`config.mk`:
```
export PLATFORM = sky130hd
export DESIGN_NAME = event_timer_block
export DESIGN_NICKNAME = d
export VERILOG_FILES = /design/src/hw/event_timer_pkg.sv /design/src/hw/timer_irq_slice.sv /design/src/hw/event_timer_block.sv
export SDC_FILE = /design/constraint.sdc
export NUM_CORES = 2
export LEC_CHECK = 0
export BUFFER_PORTS_ARGS = -buffer_cell sky130_fd_sc_hd__buf_2
export CORE_MARGIN = 1.5
export CORE_UTILIZATION = 50
export DETAILED_ROUTE_END_ITERATION = 10
export GPL_TIMING_DRIVEN = 0
export PLACE_DENSITY_LB_ADDON = 0.3
export RECOVER_POWER = 50
export SLEW_MARGIN = 10
export SYNTH_ARGS = -nofsm -noshare
export SYNTH_HDL_FRONTEND = slang
export SYNTH_HIERARCHICAL = 1
export SYNTH_SLANG_ARGS = --single-unit
```
`constraint.sdc`:
```
create_clock -name clk -period 7.8 [get_ports clk]
set_clock_uncertainty 0.15 [all_clocks]
set_input_delay 0.39 -clock clk [delete_from_list [all_inputs] [get_ports clk]]
set_output_delay 0.39 -clock clk [all_outputs]
set_load 0.01 [all_outputs]
```
`src/hw/event_timer_pkg.sv`:
```
//
// Contract
// - one shared main counter and three comparator timers numbered 0 to 2
// - non-periodic timer fires when main counter equals its comparator
// - timers 1 and 2 are 32-bit and also fire when the main counter's low 32 bits wrap
// - all three timers support one-shot non-periodic operation
// - only timer 0 has periodic mode; others are non-periodic only
// - periodic match raises interrupt if enabled, then adds last written period
// - reading timer 0 comparator in periodic mode gives next match point
// - periodic comparator sum wraps modulo comparator width through zero
// - comparator write in periodic mode becomes increment used at next match
// - global enable clear blocks all timer interrupts; setting re-allows them
// - level interrupt held until software writes one to its status bit
// - legacy routing: timer 0 drives legacy IRQ0 and advanced IRQ2, gates old timer
// - legacy routing: timer 1 drives IRQ8 both, gates clock irq; timer 2 own route
// - non-legacy: each timer uses route field; read-only capability shows valid inputs
// - counter runs in shallow idle, halts in both deeper idle states
//
package event_timer_pkg;

    // ------------------------------------------------------------
    // register byte offsets
    // ------------------------------------------------------------
    localparam logic [7:0] OFS_CAP       = 8'h00;
    localparam logic [7:0] OFS_GCFG      = 8'h10;
    localparam logic [7:0] OFS_STATUS    = 8'h20;
    localparam logic [7:0] OFS_CNT_LO    = 8'hf0;
    localparam logic [7:0] OFS_CNT_HI    = 8'hf4;
    localparam logic [7:0] OFS_T0_CFG    = 8'h80;
    localparam logic [7:0] OFS_T0_CMP_LO = 8'h84;
    localparam logic [7:0] OFS_T0_CMP_HI = 8'h88;
    localparam logic [7:0] OFS_T1_CFG    = 8'h90;
    localparam logic [7:0] OFS_T1_CMP    = 8'h94;
    localparam logic [7:0] OFS_T2_CFG    = 8'ha0;
    localparam logic [7:0] OFS_T2_CMP    = 8'ha4;

    // ------------------------------------------------------------
    // field positions
    // ------------------------------------------------------------
    localparam int GLOBAL_COUNT_ENABLE_BIT   = 0;   // global_count_enable
    localparam int LEGACY_ROUTE_ENABLE_BIT  = 1;   // legacy_route_enable
    localparam int TCFG_LVL_BIT  = 1;   // 1 = level triggered
    localparam int TCFG_IE_BIT   = 2;   // interrupt enable
    localparam int TCFG_PER_BIT  = 3;   // periodic (timer 0 only)
    localparam int TCFG_VS_BIT   = 6;   // value_set_control (timer 0 only)
    localparam int TCFG_RT_LSB   = 9;   // route select, 5 bits
    localparam int TCFG_CAP_LSB  = 16;  // route capability, 16 bits shown

    // ------------------------------------------------------------
    // widths, reset values, constants
    // ------------------------------------------------------------
    localparam int          NUM_TIMERS = 3;
    localparam int          ROUTE_W    = 5;
    localparam int          NUM_IRQ    = 32;
    localparam logic [15:0] ROUTE_CAP  = 16'hff00;  // advanced inputs 8..15 selectable
    localparam logic [4:0]  IRQ_LEG0   = 5'h00;
    localparam logic [4:0]  IRQ_ADV2   = 5'h02;
    localparam logic [4:0]  IRQ_RTC8   = 5'h08;
    localparam logic [31:0] CAP_ID     = 32'h0000_0a5a;  // arbitrary identity value
    localparam logic [63:0] CMP_RESET  = 64'hffff_ffff_ffff_ffff;
    localparam logic [31:0] CMP32_RESET = 32'hffff_ffff;

    // ------------------------------------------------------------
    // idle states
    // ------------------------------------------------------------
    typedef enum logic [1:0] {
        IDLE_RUN     = 2'b00,
        IDLE_SHALLOW = 2'b01,
        IDLE_DEEP_A  = 2'b11,
        IDLE_DEEP_B  = 2'b10
    } idle_state_e;

    // comparator match test, shared by all three timers
    function automatic logic cmp_hit(input logic [63:0] cnt, input logic [63:0] cmp);
        cmp_hit = (cnt == cmp);
    endfunction : cmp_hit

endpackage : event_timer_pkg

```
`src/hw/timer_irq_slice.sv`:
```
`timescale 1ns/1ns
// one comparator timer's status flag; set wins over a software clear
module timer_irq_slice
    import event_timer_pkg::*;
(
    input  wire logic clk,        // timer clock
    input  wire logic srst,       // synchronous reset
    input  wire logic fire,       // one-cycle timer event
    input  wire logic irq_en,     // per-timer interrupt enable
    input  wire logic glb_en,     // global_count_enable
    input  wire logic level_mode, // level triggered when high
    input  wire logic clr,        // software writes one to status bit
    output logic      sts,        // sticky status bit
    output logic      irq_line    // interrupt towards router
);
    logic sts_q;
    logic pulse_q;
    wire  evt = fire & irq_en & glb_en;

    // ------------------------------------------------------------
    // status and pulse
    // ------------------------------------------------------------
    always_ff @(posedge clk)
    begin
        if (srst)
        begin
            sts_q   <= 1'b0;
            pulse_q <= 1'b0;
        end
        else
        begin
            sts_q   <= evt | (sts_q & ~clr);
            pulse_q <= evt;
        end
    end

    assign sts = sts_q;
    // level held until cleared; edge mode needs no clearing
    assign irq_line = level_mode ? (sts_q & glb_en) : pulse_q;
endmodule : timer_irq_slice

```
`src/hw/event_timer_block.sv`:
```
`timescale 1ns/1ns
// event timer: main counter, three comparators, avalon-mm slave
module event_timer_block
    import event_timer_pkg::*;
(
    input  wire logic        clk,              // 25 MHz timer clock
    input  wire logic        srst,             // sync reset, active high
    input  wire logic [7:0]  avs_address,      // byte address
    input  wire logic        avs_read,         // read strobe
    input  wire logic        avs_write,        // write strobe
    input  wire logic [31:0] avs_writedata,    // write data
    input  wire logic [3:0]  avs_byteenable,   // byte lanes
    output logic      [31:0] avs_readdata,     // read data
    output logic             avs_waitrequest,  // stall
    input  wire logic [1:0]  idle_state,       // platform idle state pins
    output logic      [NUM_IRQ-1:0] adv_irq,   // advanced controller inputs
    output logic             legacy_irq0,      // legacy controller irq0
    output logic             legacy_irq8,      // legacy controller irq8
    output logic             pit_irq_gate_n,   // low suppresses old interval timer
    output logic             rtc_irq_gate_n    // low suppresses clock irq
);
    // ------------------------------------------------------------
    // state
    // ------------------------------------------------------------
    logic [63:0] cnt_q;
    logic [63:0] cmp0_q;
    logic [63:0] per0_q;
    logic [31:0] cmp1_q;
    logic [31:0] cmp2_q;
    logic        en_q;
    logic        lre_q;
    logic [TCFG_RT_LSB+ROUTE_W-1:0] cfg_q [NUM_TIMERS];
    logic        vs_q;
    logic        ack_q;
    logic [31:0] rdata_q;
    logic [1:0]  idle_s1_q;
    logic [1:0]  idle_s2_q;
    logic [NUM_IRQ-1:0] adv_q;
    logic        leg0_q;
    logic        leg8_q;
    logic        pitg_q;
    logic        rtcg_q;

    // ------------------------------------------------------------
    // bus decode: one wait cycle, answer on the second edge
    // ------------------------------------------------------------
    wire        req    = (avs_read | avs_write) & ~ack_q;
    wire        wr     = avs_write & ack_q;   // lands at the answer edge
    wire [31:0] wmask  = {{8{avs_byteenable[3]}}, {8{avs_byteenable[2]}},
                          {8{avs_byteenable[1]}}, {8{avs_byteenable[0]}}};
    wire        wr_gc  = wr & (avs_address == OFS_GCFG);
    wire        wr_st  = wr & (avs_address == OFS_STATUS);
    wire        wr_clo = wr & (avs_address == OFS_CNT_LO);
    wire        wr_chi = wr & (avs_address == OFS_CNT_HI);
    wire        wr_c0  = wr & (avs_address == OFS_T0_CFG);
    wire        wr_c1  = wr & (avs_address == OFS_T1_CFG);
    wire        wr_c2  = wr & (avs_address == OFS_T2_CFG);
    wire        wr_m0l = wr & (avs_address == OFS_T0_CMP_LO);
    wire        wr_m0h = wr & (avs_address == OFS_T0_CMP_HI);
    wire        wr_m1  = wr & (avs_address == OFS_T1_CMP);
    wire        wr_m2  = wr & (avs_address == OFS_T2_CMP);
    wire [31:0] wdat   = avs_writedata & wmask;

    // ------------------------------------------------------------
    // idle state synchroniser and halt
    // ------------------------------------------------------------
    always_ff @(posedge clk)
    begin
        if (srst)
        begin
            idle_s1_q <= 2'b00;
            idle_s2_q <= 2'b00;
        end
        else
        begin
            idle_s1_q <= idle_state;
            idle_s2_q <= idle_s1_q;
        end
    end

    // shallow idle keeps running; both deep states stop the count
    wire halted = (idle_s2_q == IDLE_DEEP_A) | (idle_s2_q == IDLE_DEEP_B);
    wire run    = en_q & ~halted;

    // ------------------------------------------------------------
    // main counter and wrap detect
    // ------------------------------------------------------------
    wire [63:0] cnt_inc = cnt_q + 64'h1;
    // timers 1 and 2 see the low word; its wrap is a second event
    wire        wrap32  = run & (cnt_q[31:0] == 32'hffff_ffff);

    always_ff @(posedge clk)
    begin
        if (srst)
            cnt_q <= 64'h0;
        else if (wr_clo)
            cnt_q <= {cnt_q[63:32], (cnt_q[31:0] & ~wmask) | wdat};
        else if (wr_chi)
            cnt_q <= {(cnt_q[63:32] & ~wmask) | wdat, cnt_q[31:0]};
        else if (run)
            cnt_q <= cnt_inc;
    end

    // ------------------------------------------------------------
    // comparator matches: only on a counting tick, so one per value
    // ------------------------------------------------------------
    wire per0   = cfg_q[0][TCFG_PER_BIT];
    wire hit0   = run & cmp_hit(cnt_q, cmp0_q);
    wire hit1   = run & cmp_hit({32'h0, cnt_q[31:0]}, {32'h0, cmp1_q});
    wire hit2   = run & cmp_hit({32'h0, cnt_q[31:0]}, {32'h0, cmp2_q});
    wire [2:0] fire = {hit2 | wrap32, hit1 | wrap32, hit0};
    // periodic sum wraps in 64 bits, passing through zero
    wire [63:0] cmp0_next = cmp0_q + per0_q;

    // ------------------------------------------------------------
    // timer 0 comparator: direct load, period latch, auto advance
    // ------------------------------------------------------------
    wire        ld0   = wr_m0l | wr_m0h;
    wire [63:0] cmp0_w = wr_m0l ? {cmp0_q[63:32], (cmp0_q[31:0] & ~wmask) | wdat}
                                : {(cmp0_q[63:32] & ~wmask) | wdat, cmp0_q[31:0]};
    wire [63:0] per0_w = wr_m0l ? {per0_q[63:32], (per0_q[31:0] & ~wmask) | wdat}
                                : {(per0_q[63:32] & ~wmask) | wdat, per0_q[31:0]};
    // non-periodic or value-set: write goes straight to the comparator
    wire direct0 = vs_q | ~per0;

    always_ff @(posedge clk)
    begin
        if (srst)
        begin
            cmp0_q <= CMP_RESET;
            per0_q <= 64'h0;
        end
        else if (ld0)
        begin
            per0_q <= per0_w;
            if (direct0)
                cmp0_q <= cmp0_w;
            else if (hit0)
                cmp0_q <= cmp0_q + per0_w;
        end
        else if (hit0 & per0)
            cmp0_q <= cmp0_next;
    end

    // value-set bit clears after one comparator write
    always_ff @(posedge clk)
    begin
        if (srst)
            vs_q <= 1'b0;
        else if (wr_c0 & avs_byteenable[0] & avs_writedata[TCFG_VS_BIT])
            vs_q <= 1'b1;
        else if (ld0)
            vs_q <= 1'b0;
    end

    // ------------------------------------------------------------
    // timers 1 and 2 comparators and configs
    // ------------------------------------------------------------
    always_ff @(posedge clk)
    begin
        if (srst)
        begin
            cmp1_q <= CMP32_RESET;
            cmp2_q <= CMP32_RESET;
        end
        else
        begin
            if (wr_m1)
                cmp1_q <= (cmp1_q & ~wmask) | wdat;
            if (wr_m2)
                cmp2_q <= (cmp2_q & ~wmask) | wdat;
        end
    end

    // periodic bit kept only for timer 0; value-set never stored here
    wire [TCFG_RT_LSB+ROUTE_W-1:0] cfg_mask0 = 14'h3e0e;
    wire [TCFG_RT_LSB+ROUTE_W-1:0] cfg_mask12 = 14'h3e06;

    always_ff @(posedge clk)
    begin
        if (srst)
        begin
            cfg_q[0] <= '0;
            cfg_q[1] <= '0;
            cfg_q[2] <= '0;
        end
        else
        begin
            if (wr_c0)
                cfg_q[0] <= avs_writedata[13:0] & cfg_mask0;
            if (wr_c1)
                cfg_q[1] <= avs_writedata[13:0] & cfg_mask12;
            if (wr_c2)
                cfg_q[2] <= avs_writedata[13:0] & cfg_mask12;
        end
    end

    // ------------------------------------------------------------
    // global config
    // ------------------------------------------------------------
    always_ff @(posedge clk)
    begin
        if (srst)
        begin
            en_q  <= 1'b0;
            lre_q <= 1'b0;
        end
        else if (wr_gc & avs_byteenable[0])
        begin
            en_q  <= avs_writedata[GLOBAL_COUNT_ENABLE_BIT];
            lre_q <= avs_writedata[LEGACY_ROUTE_ENABLE_BIT];
        end
    end

    // ------------------------------------------------------------
    // per-timer status and interrupt lines
    // ------------------------------------------------------------
    logic [NUM_TIMERS-1:0] sts;
    logic [NUM_TIMERS-1:0] tirq;

    genvar g;
    generate
        for (g = 0; g < NUM_TIMERS; g++)
        begin : g_tmr
            timer_irq_slice u_slice (
                .clk        (clk),
                .srst       (srst),
                .fire       (fire[g]),
                .irq_en     (cfg_q[g][TCFG_IE_BIT]),
                .glb_en     (en_q),
                .level_mode (cfg_q[g][TCFG_LVL_BIT]),
                .clr        (wr_st & avs_byteenable[0] & avs_writedata[g]),
                .sts        (sts[g]),
                .irq_line   (tirq[g])
            );
        end
    endgenerate

    // ------------------------------------------------------------
    // routing: legacy fixes timers 0 and 1, timer 2 always uses its field
    // ------------------------------------------------------------
    wire [ROUTE_W-1:0] rt0 = cfg_q[0][TCFG_RT_LSB +: ROUTE_W];
    wire [ROUTE_W-1:0] rt1 = cfg_q[1][TCFG_RT_LSB +: ROUTE_W];
    wire [ROUTE_W-1:0] rt2 = cfg_q[2][TCFG_RT_LSB +: ROUTE_W];
    wire [ROUTE_W-1:0] dst0 = lre_q ? IRQ_ADV2 : rt0;
    wire [ROUTE_W-1:0] dst1 = lre_q ? IRQ_RTC8 : rt1;
    wire [ROUTE_W-1:0] dst2 = rt2;

    logic [NUM_IRQ-1:0] adv_d;
    always_comb
    begin
        adv_d = '0;
        adv_d[dst0] = adv_d[dst0] | tirq[0];
        adv_d[dst1] = adv_d[dst1] | tirq[1];
        adv_d[dst2] = adv_d[dst2] | tirq[2];
    end

    // ------------------------------------------------------------
    // read mux
    // ------------------------------------------------------------
    wire [31:0] tcfg0_rd = {ROUTE_CAP, 16'(cfg_q[0])} | (32'(vs_q) << TCFG_VS_BIT);
    wire [31:0] rd_mux =
        (avs_address == OFS_CAP)       ? CAP_ID :
        (avs_address == OFS_GCFG)      ? {30'h0, lre_q, en_q} :
        (avs_address == OFS_STATUS)    ? {29'h0, sts} :
        (avs_address == OFS_CNT_LO)    ? cnt_q[31:0] :
        (avs_address == OFS_CNT_HI)    ? cnt_q[63:32] :
        (avs_address == OFS_T0_CFG)    ? tcfg0_rd :
        (avs_address == OFS_T0_CMP_LO) ? cmp0_q[31:0] :
        (avs_address == OFS_T0_CMP_HI) ? cmp0_q[63:32] :
        (avs_address == OFS_T1_CFG)    ? {ROUTE_CAP, 16'(cfg_q[1])} :
        (avs_address == OFS_T1_CMP)    ? cmp1_q :
        (avs_address == OFS_T2_CFG)    ? {ROUTE_CAP, 16'(cfg_q[2])} :
        (avs_address == OFS_T2_CMP)    ? cmp2_q : 32'h0;   // unmapped reads zero

    // ------------------------------------------------------------
    // bus answer and registered outputs
    // ------------------------------------------------------------
    always_ff @(posedge clk)
    begin
        if (srst)
        begin
            ack_q   <= 1'b0;
            rdata_q <= 32'h0;
            adv_q   <= '0;
            leg0_q  <= 1'b0;
            leg8_q  <= 1'b0;
            pitg_q  <= 1'b1;
            rtcg_q  <= 1'b1;
        end
        else
        begin
            ack_q   <= req;
            rdata_q <= rd_mux;
            adv_q   <= adv_d;
            leg0_q  <= lre_q & tirq[0];
            leg8_q  <= lre_q & tirq[1];
            pitg_q  <= ~lre_q;
            rtcg_q  <= ~lre_q;
        end
    end

    // waitrequest low only in the answer cycle
    assign avs_waitrequest = ~ack_q;
    assign avs_readdata    = rdata_q;
    assign adv_irq         = adv_q;
    assign legacy_irq0     = leg0_q;
    assign legacy_irq8     = leg8_q;
    assign pit_irq_gate_n  = pitg_q;
    assign rtc_irq_gate_n  = rtcg_q;
endmodule : event_timer_block

```
**Word-level counts from Yosys, hierarchy flattened**

Memory sizes are Yosys's and may differ from the RTL's.
Cells that the tools add are included.

- Multiplexer cells: 55
- $lt $le $gt $ge: 6
- Reductions and logical operators: 15
- Eq/ne operators: 21
- Bitwise operators: 83
- Add/subtract/negate cells: 3

Operators with widths:

| cell | count |
|---|---|
| 64-bit 2-to-1 mux | 8 |
| 32-bit bitwise AND | 10 |
| 32-bit 2-to-1 mux | 10 |
| 32-bit bitwise OR | 8 |
| 64-bit adder | 2 |
| 8-bit == test, second input constant | 9 |
| 64-bit by 1-bit adder with 64-bit output, second input constant | 1 |
| 32-bit bitwise mux | 2 |
| 32-bit == test | 2 |
| 64-bit == test | 1 |
| 1-bit bitwise AND | 40 |
| 12-bit 2-to-1 mux | 3 |
| 32-bit == test, second input constant | 1 |
| 32-bit inverter | 1 |
| 32-bit by 7-bit bitwise OR with 32-bit output | 1 |
| 8-bit 2-to-1 mux | 3 |
| 1-bit 2-to-1 mux | 22 |
| 5-bit by 6-bit < comparator with 1-bit output, second input constant | 3 |
| 1-bit demux with 5-bit select | 3 |
| 5-bit by 1-bit >= comparator with 1-bit output, second input constant | 3 |
| 1-bit bitwise OR | 15 |
| 1-bit binary-select mux with 5-bit select | 2 |
| 5-bit 2-to-1 mux | 2 |
| 8-bit by 5-bit == test with 1-bit output, second input constant | 1 |
| other kinds (14) | 30 |

- Output and inout port bits: 69
- Memory bits (read-only): 32
- Bits of input ports: 50
- Logic and storage cells: 212
- Bits in writable memories: 24
- Register bits after elaboration: 337
- Memories: 2

Memory list:

| memory | words | width | rd ports | clocked after Yosys merged registers in | write ports | RTL line | source |
|---|---|---|---|---|---|---|---|
| (no name shown) | 32 | 1 | 1 | 0 | 0 | event_timer_block.sv:253 | `adv_d[dst0] = adv_d[dst0] \| tirq[0];` |
| cfg_q | 3 | 8 | 3 | 0 | 3 | event_timer_block.sv:32 | `logic [TCFG_RT_LSB+ROUTE_W-1:0] cfg_q [NUM_TIMERS];` |

**Longest topological paths before layout**

An unclocked memory read counts as a cell.

- Depth after elaboration: 15
- Depth in mapped cells: 21
- Mapped depth without buffers: 19

**Modules after synthesis**

The synthesis kept the hierarchy.

Modules (own cells, without submodules):

| module | instances | area each (um^2) | sequential area each (um^2) | cells an instance |
|---|---|---|---|---|
| event_timer_block | 1 | 28195.8 | 7247.0 | 3789 |
| timer_irq_slice | 3 | 82.6 | 40.0 | 9 |

**Worst setup path after synthesis**

OpenSTA, ideal clock, no wires.

- Path type: input-to-reg
- From: input avs_address[5]
- To: register cmp0_q[60]
- Required time: 7.520 ns
- Stages on the path: 20
- Data arrival time: 4.921 ns
- Setup time: 0.130 ns
- Buffers on the path: 2
- Path slack: 2.600 ns
- Path through: clkbuf_1 > nor3_1 > and2_0 > clkbuf_1 > nand3_1 > mux2_2 > ha_1 > inv_1 > fa_1 > nand2b_1 > a21o_1 > a31oi_1 > a41oi_1 > o31ai_1 > a31oi_1 > nor4_1 > nor2_1 > mux2i_1 > a2111oi_0 > a21oi_1

- Cells in the longest elaborated chain, start to end: 7
- Elaborated cells between the ends (all ways): 14
- Those cells by class: add/sub: 1; eq/ne: 4; mux: 4; bitwise: 3; reduce/logical: 2

Ends and longest elaborated chain:

| what | RTL line | source |
|---|---|---|
| from (decl) | event_timer_block.sv:8 | `input wire logic [7:0] avs_address,` |
| 8-bit == test | event_timer_block.sv:58 | `wire wr_m0l = wr & (avs_address == OFS_T0_CMP_LO);` |
| 1-bit bitwise AND | event_timer_block.sv:58 |  |
| 64-bit 2-to-1 mux | event_timer_block.sv:121 | `wire [63:0] per0_w = wr_m0l ? {per0_q[63:32], (per0_q[31:0] & ~wmask) \| wdat}` |
| via per0_w[0] | event_timer_block.sv:121 |  |
| 64-bit adder | event_timer_block.sv:139 | `cmp0_q <= cmp0_q + per0_w;` |
| 64-bit 2-to-1 mux | event_timer_block.sv:138 | `else if (hit0)` |
| 64-bit 2-to-1 mux | event_timer_block.sv:136 | `if (direct0)` |
| 64-bit 2-to-1 mux | event_timer_block.sv:133 | `else if (ld0)` |
| to (signal assigned) | event_timer_block.sv:137 | `cmp0_q <= cmp0_w;` |
| to (signal assigned) | event_timer_block.sv:139 |  |
| to (signal assigned) | event_timer_block.sv:142 | `cmp0_q <= cmp0_next;` |
| to (decl) | event_timer_block.sv:26 | `logic [63:0] cmp0_q;` |

The timed path passes the listed nets, and every way through them passes these cells. The select of a mux whose other input is x is not followed.
A chain may end at the register's enable or synchronous reset.

**Worst setup path after layout**

- From: input avs_address[2]
- To: register cmp0_q[63]

The elaborated chain is that of the path after synthesis.

==> results.tsv <==
metric	value	unit
cts.sinks	357	
worst_slack	262.4	ps
drv_cap	1	
wl_per_cell	30.62	um
fin_crit	7538	ps
first_iter_violations	5144	
min_period_over_period	0.9664	
cts_tree	yes	
die_area	58330	um2
yosys_warnings	6	
grt_overflow	0	
critPathKind	in -> reg	
die_h	241.5	um
start_util	0.5054	
antenna_found_initial	10	
pre_cts_ws	97.30	ps
ir_worst_vdd	0.1532	mV
hold_violations	0	
dp_hpwl	113.3	mm
violations	capacitance limit, slew limit	
reg2reg_to	cmp0_q[63]	
layout-drive-gt1-share	0.05483	
max_slew_margin	-0.01018	
synth-xor-area-share	0.07417	
rr_startpoint	ack_q	
synth_compound_area_frac	0.2627	
timing.hold.ws	102.8	ps
status	complete, but fails checks	
ctsResizeCount	0	
tns	0	ps
syn_inst	3816	
p_total	4.510	mW
reg2reg_depth	17	
worstHoldStart	avs_writedata[27]	
yosysTopAreaCell	dfxtp_1	
drt-total-wl	145.7	mm
avgSynthCellArea	7.454	um2
hold_buffers	3	
start_kind	input port	
portBuffers	94	
drtPass1Iterations	6	
clkTransAtPathRegs	60	ps
dieWidth	241.5	um
h-tree-depth	2	
netlist_area	28440	um2
area_growth	10.05	%
synth_edf_count	22	
ys_seq_area_frac	0.2590	
cp_max_fo	10	
num-nets-final	4144	
cts_made_buffers	44	
r2r_slack	890	ps
synth_seq_cells	357	
track_usage	0.4774	
num_rows	87	
rsz0062_at_grt	false	
critical_path_arrival	7950	ps
finalSetupViolations	0	
syn_nets	4000	
final_max_slew_viol_count	9	
grt_start_max_net_pins	14	
synth_top_area_frac	0.2358	
regArea	7367	um2
worstSkewPairLatency	620	ps
fmax	0.1327	GHz
hold_path_depth	3	
ant_nets	0	
synth-simple-area-share	0.2415	
crit_required	8210	ps
n_fill_cell	5595	
power.leakage	12.32	nW
vias_per_cell	6.828	
hold_path.class	in -> reg	
synth_mux_area_frac	0.05274	
cellPowerDensity	144.1	nW/um2
cts_root_buffer	clkbuf_16	
num_vias	32490	
synth_top_family_by_area	compound AO/OA/AOI/OAI gates	
synthArstFlopShare	0	
grt_pass1_wl	205.2	mm
tightest_slew	1504	ps
multi_input_area	19640	um2
cts_buffer_depth	3	
ys.flop_type	dfxtp_1	
postCtsSetupBuffers	0	
gp_congestion	1.105	
cp-end-kind	flop	
synthTopCellsByArea	dfxtp_1 (24%), nand2_1 (6.5%), a21oi_1 (5.8%)	
drcViolationCount	0	
core_area	56280	um2
synth_adder_area_share	0.05947	
final_util	0.5562	
io_pins	119	
ys_types	102	
grt_pass1_vias	29330	
cell families (layout without fill, tap and decap cells):
kind of cell    Yosys count  after routing
buf+inv                 362            540
compound gates         1156           1156
xor+xnor                240            240
mux                     139            139
flops                   357            357
simple gates           1428           1428
other cells               0              8
fa+ha+maj               134            134
per-layer routing:
layer / GRT usage / wire (um) / vias to the layer above
met5: 0 / 128 / -
met4: 0.3446 / 11600 / 10
met3: 0.1457 / 19610 / 573
met2: 0.6956 / 59820 / 2458
met1: 0.5954 / 54510 / 15170
li1: - / - / 14280
worst max-delay path, stage by stage:
cell,delay [ps]
clkbuf_1,210
nor4b_1,970
nand2_1,300
nor2_1,310
clkbuf_1,680
nand2_1,490
mux2_2,450
ha_1,370
nand2_1,90
nor2_1,360
o2111ai_1,340
and2_1,350
o211ai_1,530
a21oi_1,330
a2111oi_0,1010
nor3_1,210
xnor2_1,200
o21ai_0,150
o221a_2,190
worst max path at each step:
| stage | start | endpoint | slack (ps) | cells past startpoint |
|---|---|---|---|---|
| 3_5_place_dp | avs_address[3] | cmp0_q[63] | 100 | 19 |
| 4_1_cts | avs_address[3] | cmp0_q[63] | 700 | 19 |
| 6_report | avs_address[2] | cmp0_q[63] | 260 | 19 |
| 2_1_floorplan | avs_address[5] | cmp0_q[60] | 2600 | 20 |
| 3_3_place_gp | avs_address[3] | cmp0_q[63] | 70 | 19 |
| 5_1_grt | avs_address[2] | cmp0_q[63] | 50 | 19 |
synth_stat cells (all sizes together), types with 8 or more instances:
master and count:
a2111oi 11, a211oi 62, a21boi 8, a21o 78, a21oi 334, a221oi 22
a222oi 8, a22oi 68, a311oi 16, a31oi 48, and2 64, and3 49
buf 30, clkbuf 262, dfxtp 335, edfxtp 22, ha 132, inv 68
mux2 67, mux2i 70, nand2 496, nand2b 31, nand3 168, nand3b 13
nand4 78, nor2 272, nor2b 52, nor3 75, nor3b 8, nor4 60
o211ai 24, o21a 30, o21ai 243, o21bai 29, o221ai 25, o22ai 40
o311a 8, o31ai 19, or2 13, or3 21, xnor2 116, xor2 124
area by class of cell:
cell class / instances / share of cell area
Clock inverter: 24 / 0.008035
Sequential cell: 357 / 0.2354
Clock buffer: 56 / 0.03889
Buffer: 292 / 0.03753
Timing Repair Buffer: 98 / 0.01363
Antenna cell: 8 / 0.0006396
Tap cell: 756 / 0.03022
Inverter: 70 / 0.008394
Multi-Input combinational cell: 3097 / 0.6273
cell usage in the layout, fill, tap and decap left out, types with 49 or more instances in the layout:
cell type and count:
nand2_1 496, dfxtp_1 335, clkbuf_1 332, a21oi_1 330, nor2_1 271, o21ai_0 238, nand3_1 166, ha_1 132
xor2_1 123, xnor2_1 116, nand4_1 78, a21o_1 78, nor3_1 74, mux2i_1 70, inv_1 68, a22oi_1 68
a211oi_1 60, nor4_1 59, nor2b_1 52, and2_1 52, and3_1 49
metrics by stage:
stage                     instance area, um2  std cells
final                                  31300       4758
after global routing                   31280       4751
after CTS                              31360       4749
after detailed placement               29860       4666
after global placement                 29860       4666
after floorplan                        28440       3816
where the power goes:
group	switching, mW	internal [mW]
Sequential	0.00641	1.85
Clock	0.932	1.22
Combinational	0.373	0.132
(Power assumes the default switching activity.)
